<file path="src/pmd_defines.svh">
`ifndef PMD_DEFINES_SVH
`define PMD_DEFINES_SVH
// register offsets, 4-bit word address
`define PMD_OFS_MON_SEL   4'h0
`define PMD_OFS_VIEW      4'h1
`define PMD_OFS_SPECIAL   4'h2
`define PMD_OFS_FORCE     4'h3
`define PMD_OFS_PTR0      4'h4
`define PMD_OFS_SEL0      4'h8
`define PMD_OFS_JOG       4'hc
`define PMD_OFS_STATUS    4'hd
`define PMD_OFS_DOUT      4'he
// view control field positions
`define PMD_VIEW_HEX      0
`define PMD_VIEW_HIGH     1
`define PMD_VIEW_WIDE     2
`define PMD_VIEW_MASK     3
// key index
`define PMD_KEY_SET       0
`define PMD_KEY_MODE      1
`define PMD_KEY_UP        2
`define PMD_KEY_DOWN      3
`define PMD_KEY_SHIFT     4
// values and limits
`define PMD_MON_MAX       5'h1a
`define PMD_MON_RST       5'h00
`define PMD_JOG_RST       16'h0014
`define PMD_JOG_MAX       16'h1388
`define PMD_FORCE_ON      16'h0196
`define PMD_FORCE_SW      16'h0190
`define PMD_ZPOS_LIM      32'h0000_1388
`define PMD_FAULT_LAST    3'h4
// timing
`define PMD_CLK_HZ        10000000
`define PMD_BOOT_MS       1000
`define PMD_DEB_MS        10
`define PMD_BOOT_CYC      (`PMD_CLK_HZ / 1000 * `PMD_BOOT_MS)
`define PMD_DEB_CYC       (`PMD_CLK_HZ / 1000 * `PMD_DEB_MS)
// display characters beyond 0..f
`define PMD_CH_BLANK      5'h10
`define PMD_CH_H          5'h11
`define PMD_CH_L          5'h12
`define PMD_CH_N          5'h13
`define PMD_CH_J          5'h14
`define PMD_CH_G          5'h15
`endif

</file>
<file path="src/pmd_pkg.sv">
package pmd_pkg;
  // front-panel sequencing states
  typedef enum logic [2:0] {
    st_boot, st_monitor, st_fault_name, st_fault_show,
    st_jog_name, st_jog_edit, st_jog_run
  } pmd_state_type;
  // five characters, index 4 leftmost, plus decimal points
  typedef struct packed {
    logic [4:0][4:0] ch;
    logic [4:0]      dp;
  } pmd_disp_type;
  // live monitor sources from the drive
  typedef struct packed {
    logic [10:0][31:0] gen;        // codes 0..10
    logic [31:0]       torque_pct;
    logic [31:0]       avg_load;
    logic [31:0]       peak_load;
    logic [31:0]       bus_volt;
    logic [31:0]       inertia_x10;
    logic [31:0]       stage_temp;
    logic [15:0]       res1_hz;
    logic [15:0]       res2_hz;
    logic [31:0]       z_pos;
    logic [3:0][31:0]  slot_val;   // mapping_slot_value 1..4
    logic [3:0][31:0]  stat_val;   // status_monitor_value 1..4
  } pmd_mon_type;
  // settings handed to the drive
  typedef struct packed {
    logic [3:0][15:0] slot_ptr;    // mapping_slot_pointer
    logic [3:0][7:0]  stat_sel;    // status_monitor_selector
    logic [15:0]      jog_speed;
  } pmd_cfg_type;
endpackage
</file>
<file path="src/pmd_panel.sv">
// Local design decisions: the register offsets and the address-and-strobe port.
`timescale 1ns/1ns
`include "pmd_defines.svh"
module pmd_panel import pmd_pkg::*; #(
  parameter int BOOT_CYC = `PMD_BOOT_CYC,
  parameter int DEB_CYC  = `PMD_DEB_CYC
) (
  input  wire logic              ref_clk_i,
  input  wire logic              srst_i,
  input  wire logic [3:0]        addr_i,
  input  wire logic [31:0]       wdata_i,
  input  wire logic              wr_i,
  input  wire logic              rd_i,
  output logic [31:0]            rdata_o,
  input  wire logic [4:0]        key_i,
  input  wire logic              servo_on_i,
  input  wire pmd_mon_type       mon_i,
  input  wire logic [4:0][15:0]  fault_hist_i,
  input  wire logic [4:0]        do_func_i,
  output logic [4:0]             do_o,
  output logic                   jog_cw_o,
  output logic                   jog_ccw_o,
  output pmd_cfg_type            cfg_o,
  output pmd_disp_type           disp_o
);

  // add 3 to every bcd nibble above 4, one double-dabble step
  function automatic logic [39:0] pmd_add3(input logic [39:0] b);
    logic [39:0] r;
    r = b;
    for (int i = 0; i < 10; i++) begin
      if (r[4*i+:4] > 4'h4) begin
        r[4*i+:4] = r[4*i+:4] + 4'h3;
      end
    end
    return r;
  endfunction

  // four hex nibbles onto the four right characters
  function automatic logic [3:0][4:0] pmd_hex4(input logic [15:0] v);
    logic [3:0][4:0] c;
    for (int i = 0; i < 4; i++) begin
      c[i] = {1'b0, v[4*i+:4]};
    end
    return c;
  endfunction

  // selection code to tens and ones, code never above 31
  function automatic logic [7:0] pmd_dec2(input logic [4:0] s);
    logic [4:0] t;
    t = 5'h00;
    if (s >= 5'h1e) t = 5'h03;
    else if (s >= 5'h14) t = 5'h02;
    else if (s >= 5'h0a) t = 5'h01;
    return {t[3:0], 4'(s - 5'(t * 5'h0a))};
  endfunction

  // ---------------- keys ----------------
  logic [4:0]       k_s1;             // first sync stage
  logic [4:0]       k_s2;             // second sync stage
  logic [4:0]       k_lvl;            // debounced level
  logic [4:0]       k_prev;           // level one cycle ago
  logic [4:0][19:0] k_cnt;            // stability counters
  logic [4:0]       next_k_lvl;
  logic [4:0][19:0] next_k_cnt;
  logic [4:0]       k_evt;            // one pulse per press

  assign k_evt = k_lvl & ~k_prev;

  // a level must hold for DEB_CYC before it is believed
  always_comb begin
    next_k_lvl = k_lvl;
    next_k_cnt = k_cnt;
    for (int i = 0; i < 5; i++) begin
      if (k_s2[i] == k_lvl[i]) begin
        next_k_cnt[i] = 20'h00000;
      end else if (k_cnt[i] >= 20'(DEB_CYC - 1)) begin
        next_k_lvl[i] = k_s2[i];
        next_k_cnt[i] = 20'h00000;
      end else begin
        next_k_cnt[i] = k_cnt[i] + 20'h00001;
      end
    end
  end

  // key pins are asynchronous: two flops before anything reads them
  always_ff @(posedge ref_clk_i) begin
    if (srst_i) begin
      k_s1   <= 5'h00;
      k_s2   <= 5'h00;
      k_lvl  <= 5'h00;
      k_prev <= 5'h00;
      k_cnt  <= '0;
    end else begin
      k_s1   <= key_i;
      k_s2   <= k_s1;
      k_lvl  <= next_k_lvl;
      k_prev <= k_lvl;
      k_cnt  <= next_k_cnt;
    end
  end

  // ---------------- monitor value pick ----------------
  logic [4:0]  mon_sel;               // monitor_select
  logic [31:0] mon_val;

  // code to live value
  always_comb begin
    mon_val = 32'h0000_0000;
    case (mon_sel)
      5'h0b: mon_val = mon_i.torque_pct;
      5'h0c: mon_val = mon_i.avg_load;
      5'h0d: mon_val = mon_i.peak_load;
      5'h0e: mon_val = mon_i.bus_volt;
      5'h0f: mon_val = mon_i.inertia_x10;
      5'h10: mon_val = mon_i.stage_temp;
      5'h11: mon_val = {mon_i.res2_hz, mon_i.res1_hz};
      5'h12: begin
        // clamp keeps a glitchy counter inside the index window
        if ($signed(mon_i.z_pos) > $signed(`PMD_ZPOS_LIM)) begin
          mon_val = `PMD_ZPOS_LIM;
        end else if ($signed(mon_i.z_pos) < -$signed(`PMD_ZPOS_LIM)) begin
          mon_val = -`PMD_ZPOS_LIM;
        end else begin
          mon_val = mon_i.z_pos;
        end
      end
      5'h13, 5'h14, 5'h15, 5'h16: begin
        mon_val = mon_i.slot_val[2'(mon_sel - 5'h13)];
      end
      5'h17, 5'h18, 5'h19, 5'h1a: begin
        mon_val = mon_i.stat_val[2'(mon_sel - 5'h17)];
      end
      default: begin
        if (mon_sel < 5'h0b) mon_val = mon_i.gen[4'(mon_sel)];
      end
    endcase
  end

  // ---------------- settings and panel sequencing ----------------
  pmd_state_type st;
  pmd_state_type next_st;
  logic [3:0]  view;                  // hex, high, wide, mask view
  logic        force_en;              // forced output control armed
  logic [4:0]  force_mask;            // forced_output_mask
  pmd_cfg_type cfg;
  logic [2:0]  fault_idx;             // fault_history_entry position
  logic [1:0]  cursor;                // jog edit digit
  logic [23:0] boot_cnt;
  logic [4:0]  next_mon_sel;
  logic [3:0]  next_view;
  logic        next_force_en;
  logic [4:0]  next_force_mask;
  pmd_cfg_type next_cfg;
  logic [2:0]  next_fault_idx;
  logic [1:0]  next_cursor;
  logic [23:0] next_boot_cnt;
  logic [16:0] jog_step;
  logic [16:0] jog_sum;

  // cursor picks the edited decade
  always_comb begin
    case (cursor)
      2'h0:    jog_step = 17'h00001;
      2'h1:    jog_step = 17'h0000a;
      2'h2:    jog_step = 17'h00064;
      default: jog_step = 17'h003e8;
    endcase
    jog_sum = {1'b0, cfg.jog_speed} + jog_step;
  end

  // keys first, then bus writes, so software has the last word
  always_comb begin
    next_st         = st;
    next_mon_sel    = mon_sel;
    next_view       = view;
    next_force_en   = force_en;
    next_force_mask = force_mask;
    next_cfg        = cfg;
    next_fault_idx  = fault_idx;
    next_cursor     = cursor;
    next_boot_cnt   = boot_cnt;
    case (st)
      st_boot: begin
        // name code first, then the stored selection
        if (boot_cnt >= 24'(BOOT_CYC - 1)) begin
          next_st = st_monitor;
        end else begin
          next_boot_cnt = boot_cnt + 24'h000001;
        end
      end
      st_monitor: begin
        if (k_evt[`PMD_KEY_UP]) begin
          next_mon_sel = (mon_sel >= `PMD_MON_MAX) ? 5'h00 : mon_sel + 5'h01;
        end else if (k_evt[`PMD_KEY_DOWN]) begin
          next_mon_sel = (mon_sel == 5'h00) ? `PMD_MON_MAX : mon_sel - 5'h01;
        end else if (k_evt[`PMD_KEY_SHIFT]) begin
          next_view[`PMD_VIEW_HIGH] = ~view[`PMD_VIEW_HIGH];
        end else if (k_evt[`PMD_KEY_SET]) begin
          next_view[`PMD_VIEW_HEX] = ~view[`PMD_VIEW_HEX];
        end else if (k_evt[`PMD_KEY_MODE]) begin
          next_st = st_fault_name;
        end
      end
      st_fault_name: begin
        if (k_evt[`PMD_KEY_UP]) begin
          next_fault_idx = (fault_idx >= `PMD_FAULT_LAST) ? 3'h0 : fault_idx + 3'h1;
        end else if (k_evt[`PMD_KEY_DOWN]) begin
          next_fault_idx = (fault_idx == 3'h0) ? `PMD_FAULT_LAST : fault_idx - 3'h1;
        end else if (k_evt[`PMD_KEY_SET]) begin
          next_st = st_fault_show;
        end else if (k_evt[`PMD_KEY_MODE]) begin
          next_st = st_jog_name;
        end
      end
      st_fault_show: begin
        if (k_evt[`PMD_KEY_SET] | k_evt[`PMD_KEY_MODE]) next_st = st_fault_name;
      end
      st_jog_name: begin
        if (k_evt[`PMD_KEY_SET]) begin
          next_st     = st_jog_edit;
          next_cursor = 2'h0;
        end else if (k_evt[`PMD_KEY_MODE]) begin
          next_st = st_monitor;
        end
      end
      st_jog_edit: begin
        if (k_evt[`PMD_KEY_UP]) begin
          next_cfg.jog_speed = (jog_sum > {1'b0, `PMD_JOG_MAX}) ?
                               `PMD_JOG_MAX : jog_sum[15:0];
        end else if (k_evt[`PMD_KEY_DOWN]) begin
          next_cfg.jog_speed = ({1'b0, cfg.jog_speed} < jog_step) ?
                               16'h0000 : cfg.jog_speed - jog_step[15:0];
        end else if (k_evt[`PMD_KEY_SHIFT]) begin
          next_cursor = cursor + 2'h1;
        end else if (k_evt[`PMD_KEY_SET] & servo_on_i) begin
          next_st = st_jog_run;
        end else if (k_evt[`PMD_KEY_MODE]) begin
          next_st = st_jog_name;
        end
      end
      st_jog_run: begin
        // losing servo on drops jog back to the entry name
        if (k_evt[`PMD_KEY_MODE] | ~servo_on_i) next_st = st_jog_name;
      end
      default: next_st = st_boot;
    endcase
    if (wr_i) begin
      case (addr_i)
        `PMD_OFS_MON_SEL: begin
          if (wdata_i[31:0] <= {27'h0, `PMD_MON_MAX}) begin
            next_mon_sel = wdata_i[4:0];
          end
        end
        `PMD_OFS_VIEW:  next_view = wdata_i[3:0];
        `PMD_OFS_SPECIAL: begin
          if (wdata_i[15:0] == `PMD_FORCE_ON) next_force_en = 1'b1;
          else if (wdata_i[15:0] == `PMD_FORCE_SW) next_force_en = ~force_en;
        end
        `PMD_OFS_FORCE: next_force_mask = wdata_i[4:0];
        `PMD_OFS_JOG:   next_cfg.jog_speed = wdata_i[15:0];
        default: begin
          if (addr_i[3:2] == 2'h1) next_cfg.slot_ptr[addr_i[1:0]] = wdata_i[15:0];
          if (addr_i[3:2] == 2'h2) next_cfg.stat_sel[addr_i[1:0]] = wdata_i[7:0];
        end
      endcase
    end
  end

  // mask and force never survive a reset
  always_ff @(posedge ref_clk_i) begin
    if (srst_i) begin
      st         <= st_boot;
      mon_sel    <= `PMD_MON_RST;
      view       <= 4'h0;
      force_en   <= 1'b0;
      force_mask <= 5'h00;
      cfg        <= '{slot_ptr: '0, stat_sel: '0, jog_speed: `PMD_JOG_RST};
      fault_idx  <= 3'h0;
      cursor     <= 2'h0;
      boot_cnt   <= 24'h000000;
    end else begin
      st         <= next_st;
      mon_sel    <= next_mon_sel;
      view       <= next_view;
      force_en   <= next_force_en;
      force_mask <= next_force_mask;
      cfg        <= next_cfg;
      fault_idx  <= next_fault_idx;
      cursor     <= next_cursor;
      boot_cnt   <= next_boot_cnt;
    end
  end

  // ---------------- binary to decimal ----------------
  logic [31:0] cv_val;                // value feeding the converter
  logic        cv_signed;
  logic [31:0] dd_sh;
  logic [39:0] dd_bcd;
  logic [5:0]  dd_cnt;
  logic        dd_neg;
  logic [39:0] dd_res;                // last finished ten digits
  logic        dd_res_neg;
  logic [31:0] next_dd_sh;
  logic [39:0] next_dd_bcd;
  logic [5:0]  next_dd_cnt;
  logic        next_dd_neg;
  logic [39:0] next_dd_res;
  logic        next_dd_res_neg;

  // settings go through unsigned, monitors may be negative
  always_comb begin
    cv_signed = 1'b0;
    case (st)
      st_boot:       cv_val = {27'h0, mon_sel};
      st_fault_name,
      st_fault_show: cv_val = {16'h0, fault_hist_i[fault_idx]};
      st_jog_name,
      st_jog_edit,
      st_jog_run:    cv_val = {16'h0, cfg.jog_speed};
      default: begin
        cv_signed = 1'b1;
        cv_val = view[`PMD_VIEW_WIDE] ? mon_val :
                 {{16{mon_val[15]}}, mon_val[15:0]};
      end
    endcase
  end

  // serial double-dabble, a result every 34 cycles; the lag is
  // invisible on a panel but saves ten dividers
  always_comb begin
    next_dd_sh      = dd_sh;
    next_dd_bcd     = dd_bcd;
    next_dd_cnt     = dd_cnt + 6'h01;
    next_dd_neg     = dd_neg;
    next_dd_res     = dd_res;
    next_dd_res_neg = dd_res_neg;
    if (dd_cnt == 6'h00) begin
      next_dd_neg = cv_signed & cv_val[31];
      next_dd_sh  = next_dd_neg ? 32'(-cv_val) : cv_val;
      next_dd_bcd = 40'h00_0000_0000;
    end else if (dd_cnt == 6'h21) begin
      next_dd_res     = dd_bcd;
      next_dd_res_neg = dd_neg;
      next_dd_cnt     = 6'h00;
    end else begin
      {next_dd_bcd, next_dd_sh} = {pmd_add3(dd_bcd), dd_sh} << 1;
    end
  end

  // converter registers
  always_ff @(posedge ref_clk_i) begin
    if (srst_i) begin
      dd_sh      <= 32'h0000_0000;
      dd_bcd     <= 40'h00_0000_0000;
      dd_cnt     <= 6'h00;
      dd_neg     <= 1'b0;
      dd_res     <= 40'h00_0000_0000;
      dd_res_neg <= 1'b0;
    end else begin
      dd_sh      <= next_dd_sh;
      dd_bcd     <= next_dd_bcd;
      dd_cnt     <= next_dd_cnt;
      dd_neg     <= next_dd_neg;
      dd_res     <= next_dd_res;
      dd_res_neg <= next_dd_res_neg;
    end
  end

  // ---------------- display, outputs, read port ----------------
  pmd_disp_type next_disp;
  logic [4:0]   next_do;
  logic [31:0]  next_rdata;
  logic [7:0]   name2;
  logic [15:0]  hex_half;

  assign name2    = pmd_dec2(mon_sel);
  assign hex_half = view[`PMD_VIEW_HIGH] ? mon_val[31:16] : mon_val[15:0];

  // character layout per state and view
  always_comb begin
    next_disp.ch = {5{`PMD_CH_BLANK}};
    next_disp.dp = 5'h00;
    for (int i = 0; i < 5; i++) begin
      next_disp.ch[i] = {1'b0, dd_res[4*i+:4]};
    end
    case (st)
      st_boot: begin
        next_disp.ch = {`PMD_CH_N, `PMD_CH_BLANK, `PMD_CH_BLANK,
                        1'b0, name2[7:4], 1'b0, name2[3:0]};
      end
      st_monitor: begin
        if (view[`PMD_VIEW_MASK]) begin
          next_disp.ch[3:0] = pmd_hex4({11'h000, force_mask});
          next_disp.ch[4]   = `PMD_CH_BLANK;
        end else if (view[`PMD_VIEW_HEX]) begin
          // no sign marks at all in hex
          if (view[`PMD_VIEW_WIDE]) begin
            next_disp.ch[3:0] = pmd_hex4(hex_half);
            next_disp.ch[4]   = view[`PMD_VIEW_HIGH] ? `PMD_CH_H : `PMD_CH_L;
          end else begin
            next_disp.ch[3:0] = pmd_hex4(mon_val[15:0]);
            next_disp.ch[4]   = `PMD_CH_BLANK;
          end
        end else begin
          if (view[`PMD_VIEW_WIDE] & view[`PMD_VIEW_HIGH]) begin
            for (int i = 0; i < 5; i++) begin
              next_disp.ch[i] = {1'b0, dd_res[20+4*i+:4]};
            end
            next_disp.dp[0] = 1'b1;
          end
          if (dd_res_neg) next_disp.dp[4:3] = 2'h3;
        end
      end
      st_fault_name: begin
        next_disp.ch = {5'h0f, `PMD_CH_BLANK, `PMD_CH_BLANK,
                        `PMD_CH_BLANK, 2'h0, fault_idx};
      end
      st_jog_name: begin
        next_disp.ch = {`PMD_CH_J, `PMD_CH_BLANK, `PMD_CH_BLANK,
                        `PMD_CH_BLANK, `PMD_CH_BLANK};
      end
      st_jog_edit: next_disp.dp[cursor] = 1'b1;
      st_jog_run: begin
        next_disp.ch = {`PMD_CH_BLANK, `PMD_CH_BLANK, `PMD_CH_J,
                        5'h00, `PMD_CH_G};
      end
      default: ;
    endcase
  end

  // outputs and read data
  always_comb begin
    // forcing is honoured only with the power stage off
    next_do = (force_en & ~servo_on_i) ? force_mask : do_func_i;
    next_rdata = 32'h0000_0000;
    if (rd_i) begin
      case (addr_i)
        `PMD_OFS_MON_SEL: next_rdata = {27'h0, mon_sel};
        `PMD_OFS_VIEW:    next_rdata = {28'h0, view};
        `PMD_OFS_SPECIAL: next_rdata = {31'h0, force_en};
        `PMD_OFS_FORCE:   next_rdata = {27'h0, force_mask};
        `PMD_OFS_JOG:     next_rdata = {16'h0, cfg.jog_speed};
        `PMD_OFS_STATUS:  next_rdata = {27'h0, st, servo_on_i, dd_res_neg};
        `PMD_OFS_DOUT:    next_rdata = {27'h0, do_o};
        default: begin
          if (addr_i[3:2] == 2'h1) next_rdata = {16'h0, cfg.slot_ptr[addr_i[1:0]]};
          if (addr_i[3:2] == 2'h2) next_rdata = {24'h0, cfg.stat_sel[addr_i[1:0]]};
        end
      endcase
    end
  end

  // every top output comes from here
  always_ff @(posedge ref_clk_i) begin
    if (srst_i) begin
      disp_o    <= '{ch: {5{`PMD_CH_BLANK}}, dp: 5'h00};
      do_o      <= 5'h00;
      jog_cw_o  <= 1'b0;
      jog_ccw_o <= 1'b0;
      cfg_o     <= '{slot_ptr: '0, stat_sel: '0, jog_speed: `PMD_JOG_RST};
      rdata_o   <= 32'h0000_0000;
    end else begin
      disp_o    <= next_disp;
      do_o      <= next_do;
      // held level, not the press pulse, so release stops at once
      jog_cw_o  <= (st == st_jog_run) & servo_on_i & k_lvl[`PMD_KEY_DOWN] &
                   ~k_lvl[`PMD_KEY_UP];
      jog_ccw_o <= (st == st_jog_run) & servo_on_i & k_lvl[`PMD_KEY_UP] &
                   ~k_lvl[`PMD_KEY_DOWN];
      cfg_o     <= cfg;
      rdata_o   <= next_rdata;
    end
  end

endmodule

</file>
<file path="config.mk">
export PLATFORM = sky130hd
export DESIGN_NAME = pmd_panel
export DESIGN_NICKNAME = d
export VERILOG_FILES = /design/src/pmd_pkg.sv /design/src/pmd_panel.sv
export VERILOG_INCLUDE_DIRS = /design/src
export SDC_FILE = /design/constraint.sdc
export NUM_CORES = 2
export LEC_CHECK = 0
export CAP_MARGIN = 20
export CORE_AREA = 2 2 452 454
export DETAILED_ROUTE_END_ITERATION = 6
export DIE_AREA = 0 0 454 456
export DONT_BUFFER_PORTS = 1
export HOLD_SLACK_MARGIN = 0.03
export REMOVE_ABC_BUFFERS = 1
export SLEW_MARGIN = 20
export SYNTH_ARGS = -nofsm -noshare
export SYNTH_HDL_FRONTEND = slang
export SYNTH_SLANG_ARGS = --single-unit
</file>
<file path="constraint.sdc">
create_clock -name ref_clk_i -period 12.65 [get_ports ref_clk_i]
set_input_delay 1.8975 -clock ref_clk_i [delete_from_list [all_inputs] [get_ports ref_clk_i]]
set_output_delay 1.8975 -clock ref_clk_i [all_outputs]
set_load 0.02 [all_outputs]
</file>
# Word-level counts from Yosys, hierarchy flattened
# Cells that the tools add are included.
# totals
regBits	580
inputBits	995
out_inout_bits	181
# classes
add_sub_neg	28
mul	1
order_cmp	35
eq_ne	57
n_mux	118
n_bitwise	29
reduce_logical	40
# op_table
cell	count
$mux 32	11
$pmux 32 s10	1
$pmux 32 s7	1
$mux 16	12
$bmux 32 s2	2
$bmux 32 s4	1
$pmux 25 s5	1
$add 20x1->20 const B	5
$ge 20x17->1 const B	5
$pmux 32 s3	1
$mux 3	23
$bwmux 64	1
$eq 5x5->1 const B	11
$mux 25	2
$bmux 16 s3	1
$mux 5	9
$gt 4x3->1 const B	10
$add 4x2->4 const B	9
$mux 4	9
$bmux 16 s2	1
$bwmux 32	1
$demux 16 s2	1
$eq 16x9->1 const B	2
$gt 32x14->1 const B	1
other kinds (75)	187

# Logic depth before layout (Yosys ltp)
# depth
word_depth	9
ltp_mapped	23

# Worst setup path after synthesis
# No wires, ideal clock.
# synth_path
path_kind	input port to flip-flop
start	in mon_i[279] (netlist bit)
end	reg dd_sh[19]
setup_ns	0.086
arrival_time_ns	5.433
required_time_ns	12.564
slack_ns	7.132
stages	16
n_path_buf	0
path_cell_list	nand4_1 nor4_1 and4_1 o21ai_0 ha_1 or2_2 a32oi_1 nand3_1 a2111oi_0 a31oi_1 a211oi_2 nand4_2 o41ai_1 xnor2_1 nand3_1 a211oi_1
# synth_between
elab_chain_len	9
# synth_lines
item	line	rtl
start: declaration	pmd_panel.sv:17	input wire pmd_mon_type mon_i,
$lt 32x14->1	pmd_panel.sv:122	end else if ($signed(mon_i.z_pos) < -$signed(`PMD_ZPOS_LIM)) begin
$mux 32	pmd_panel.sv:122	
$mux 32 *	pmd_panel.sv:120	if ($signed(mon_i.z_pos) > $signed(`PMD_ZPOS_LIM)) begin
$pmux 32 s10 *	pmd_panel.sv:110	case (mon_sel)
$mux 32 *	pmd_panel.sv:323	cv_val = view[`PMD_VIEW_WIDE] ? mon_val :
$pmux 32 s3 *	pmd_panel.sv:314	case (st)
$neg 32->32 / $and 1x1->1 (equally long branches)	pmd_panel.sv:340, pmd_panel.sv:339	
$mux 32 *	pmd_panel.sv:340	next_dd_sh = next_dd_neg ? 32'(-cv_val) : cv_val;
$mux 32 *	pmd_panel.sv:338	if (dd_cnt == 6'h00) begin
end signal: assignment	pmd_panel.sv:361	dd_sh <= next_dd_sh;
end: declaration	pmd_panel.sv:298	logic [31:0] dd_sh;
# Every way passes the cells marked *; elsewhere a longest branch is shown, timed or not.
# A chain may end at the register's enable or synchronous reset.

# Final worst setup path
# layout_path
start	reg mon_sel[1]
end	reg dd_sh[30]
# layout_between
elab_chain_len	9
# layout_lines
item	line	rtl
start: declaration	pmd_panel.sv:104	logic [4:0] mon_sel;
start signal: assignment	pmd_panel.sv:274	mon_sel <= `PMD_MON_RST;
start signal: assignment	pmd_panel.sv:284	mon_sel <= next_mon_sel;
$bmux 32 s4 / $sub 2x2->2 (equally long branches)	pmd_panel.sv:135, pmd_panel.sv:129, pmd_panel.sv:132	
$mux 32 (implied by the code) (tied with other cells)	pmd_panel.sv:135	if (mon_sel < 5'h0b) mon_val = mon_i.gen[4'(mon_sel)];
$mux 32, on equally long branches	pmd_panel.sv:135, pmd_panel.sv:129, pmd_panel.sv:132	
$pmux 32 s10	pmd_panel.sv:110	
$mux 32	pmd_panel.sv:323	
$pmux 32 s3 *	pmd_panel.sv:314	
$neg 32->32 / $and 1x1->1 (equally long branches)	pmd_panel.sv:340, pmd_panel.sv:339	
$mux 32 *	pmd_panel.sv:340	
$mux 32 *	pmd_panel.sv:338	
# Every way passes the cells marked *; elsewhere a longest branch is shown, timed or not. The select of a mux whose other input is x is not followed.

==> qor.csv <==
stage;metric;value;unit
floorplan;row_count;165;
power;comb_power_share;0.314;
critical_path;cp_data_required_time;13190;ps
timing;relSlewSlack;-0.1852;
drt;wl_met3;21220;µm
drt;dr_total_vias;34247;
floorplan;io_pins;1176;
drt;wl_met2;122400;µm
synth;postSynthAreaPerCell;8.475;µm²
synth;ys_top_cells_by_area;dfxtp_1, mux4_2, nand2_1;
critical_path;cp_max_fo;47;
power;p_leak;12.81;nW
power;clkPwrFrac;0.366;
synth;synth_edf_count;0;
critical_path;slowest_stage;a211oi_1;
drt;ant_nets;0;
placed_design;gp_congestion;1.396;
power;p_switching;2.322;mW
synth;yosys.area.top_type_share;0.3342;
cts;numCtsBuffers;69;
synth;synth_seq_area_share;0.3342;
critical_path;worst_ep_arrival_time;7110;ps
critical_path;crit_path_frequent_cell;buf_4;
global_routing;grt_max_degree;396;
drt;dr.first_iter.drc_count;4134;
drt;avgRoutedWirePerCell;36.18;µm
cts;cts.clk_slew.worst_paths;60;ps
critical_path;path_class;register to register;
timing;setup_tns;0;ps
drt;wl;246400;µm
floorplan;initial_core_util;0.1672;
outcome;violations;DRC, slew limit;
synth;yosysTopAreaCell;dfxtp_1;
cts;cts_buffer_depth;3;
synth;synth_cell_type_count;96;
cts;cts_htree_levels;3;
synth;yosys_warnings;0;
timing;fmax;0.1524;GHz
timing;period_needed;6562;ps
global_routing;grt_pass1_wl;314300;µm
timing;setup_viol;0;
synth;ys_async_sr_fraction;0;
power;worst_ir_drop_vdd;0.09077;mV
timing;whs;446.0;ps
cts;postCtsSetupRepairBufs;0;
cts;cts_tree;yes;
drt;viasPerCell;5.030;
timing;final_max_slew_viol_count;155;
floorplan;die_h;456;µm
synth;syn-cell-area;33720;µm²
floorplan;die_area;207000;µm²
drt;routed.top_layer;met5;
critical_path;crit_path_end_kind;register;
cts;clock_latency;660;ps
timing;rsz0062_at_grt;false;
global_routing;antenna_found_initial;221;
timing;hold_viol_final;0;
cells_and_area;drive_gt1_frac;0.1149;
cts;cts_num_sinks;563;
cts;clockRootBuffer;clkbuf_16;
power;internal_power;3.731;mW
synth;ys_seq_elements;563;
global_routing;grtUsageTotal;0.2282;
power;p_total;6.054;mW
drt;dr.pass1.iters;7;
cts;ctsHoldBuffers;0;
floorplan;die_w;454;µm
timing;worstMarginPinSlew;1778;ps
cells_and_area;syn_to_final_growth;17.62;%
critical_path;crit_chain;buf_4 > inv_1 > buf_4 > ha_4 > buf_4 > mux4_2 > and2_0 > a211oi_1 > a41oi_1 > inv_1 > ha_1 > nand3_1 > nor2b_1 > nand4_1 > mux2i_1 > or2_1;
drt;wl_met1;78300;µm
power;swShare;0.3836;
critical_path;start_kind;register;
cells_and_area;nets;4916;
critical_path;critPathMaxStageDelay;670;ps
placed_design;hpwlAfterDp;202800;µm
placed_design;io_buffers;0;
hold_path;hold_path_class;register to register;
synth;netlist_instances;3979;
cts;ctsResizeCount;0;
drt;drc;16;
timing;period_share;0.5188;
global_routing;gr-total-overflow;0;
power;p_seq_frac;0.320;
synth;synth_flop_cell;dfxtp_1;
timing;finClkSkew;17.39;ps
job;cap_violations;0;
synth;synth_most_common_cell;dfxtp_1;
synth;synthTopCellsByCount;dfxtp_1, nand2_1, nor2_1, a21oi_1, clkbuf_1;
global_routing;grt_pass1_vias;31899;
floorplan;core;201700;µm²
outcome;status;finished, violations left;
power;power.density;152.6;nW/µm²
[routing by layer]
layer	up-vias	GRT usage
met4	32	0.2120
met2	2371	0.3869
met1	16629	0.2211
met3	772	0.06791
met5	-	0.005131
li1	14443	-
[registers in the layout, indices dropped and copies added (netlist names), 2 cells and up]
| register | flops |
|---|---|
| dd_bcd | 40 |
| cfg_o | 112 |
| k_s1 | 5 |
| do_o | 5 |
| k_s2 | 5 |
| st | 3 |
| cfg | 112 |
| k_cnt | 100 |
| disp_o | 29 |
| dd_cnt | 6 |
| fault_idx | 3 |
| cursor | 2 |
| view | 4 |
| k_prev | 5 |
| force_mask | 5 |
| boot_cnt | 24 |
| mon_sel | 5 |
| rdata_o | 16 |
| dd_res | 40 |
| dd_sh | 32 |
| k_lvl | 5 |
[final timing paths]
kind,startpoint,end,slack [ps],cells past startpoint
min,k_s1[4],k_s2[4],450,1
max reg2reg,mon_sel[1],dd_sh[30],6090,16
min reg2reg,k_s1[4],k_s2[4],450,1
max,mon_sel[1],dd_sh[30],6090,16
[metrics by stage]
stage / instances / setup WS [ps] / area [µm²] / util
2_1_floorplan: 3698 / 474.6 / 32440 / -
6_report: 6809 / 6088 / 39660 / 0.1967
3_5_place_dp: 6453 / 5665 / 36570 / 0.1813
5_1_grt: 6745 / 5858 / 39500 / 0.1959
4_1_cts: 6579 / 6226 / 39090 / 0.1938
3_3_place_gp: 6452 / 5704 / 36550 / 0.1812
[cell families (layout without fill, tap and decap cells)]
| logic type | count (synthesis) | count (layout) | share of synthesized area |
|---|---|---|---|
| compound gates | 954 | 954 | 0.1890 |
| xor+xnor | 164 | 164 | 0.04259 |
| fa+ha+maj | 69 | 69 | 0.02605 |
| buf+inv | 405 | 303 | 0.05183 |
| flops | 563 | 563 | 0.3342 |
| mux | 297 | 297 | 0.1440 |
| other cells | 1 | 261 | 0.0001112 |
| simple gates | 1526 | 1526 | 0.2122 |
[final cells by class]
cell class              instances  area [µm²]
diodes                        230       575.6
clock buffers                  89        1964
clock inverters                37       551.8
fillers                     22420      162000
inverters                      94       352.8
multi-input cells            3041       20950
flip-flops and latches        563       11290
well taps                    2672        3343
repair buffers                 83       643.1
[cells in the final DEF (no fill, tap or decap), types with 92 or more instances in the layout]
| cell type | instances |
|---|---|
| a21oi_1 | 284 |
| mux4_2 | 148 |
| mux2i_1 | 124 |
| dfxtp_1 | 557 |
| nand2_1 | 525 |
| diode_2 | 230 |
| xor2_1 | 92 |
| a22oi_1 | 125 |
| nand3_1 | 112 |
| o21ai_0 | 133 |
| nor2b_1 | 142 |
| nor2_1 | 420 |
[worst max-delay path, delay by kind of cell, from the launching register on]
| kind | cells | cell delay (ps) |
|---|---|---|
| AND/OR/NAND/NOR | 5 | 1520 |
| multiplexers | 2 | 640 |
| buffers and inverters | 5 | 1830 |
| AO/OA/AOI/OAI | 2 | 960 |
| adder cells (fa/ha/maj) | 2 | 800 |
| flip-flops | 1 | 540 |
[power by group through the flow]
stage | Sequential (mW) | Combinational (mW) | Clock, mW
finish | 1.93 | 1.90 | 2.22
global route | 1.94 | 1.97 | 2.33
CTS | 1.94 | 1.87 | 2.27
detailed placement | 1.98 | 1.86 | 0
global placement | 1.98 | 1.86 | 0
floorplan | 1.98 | 0.997 | 0
(Power assumes the default switching activity.)
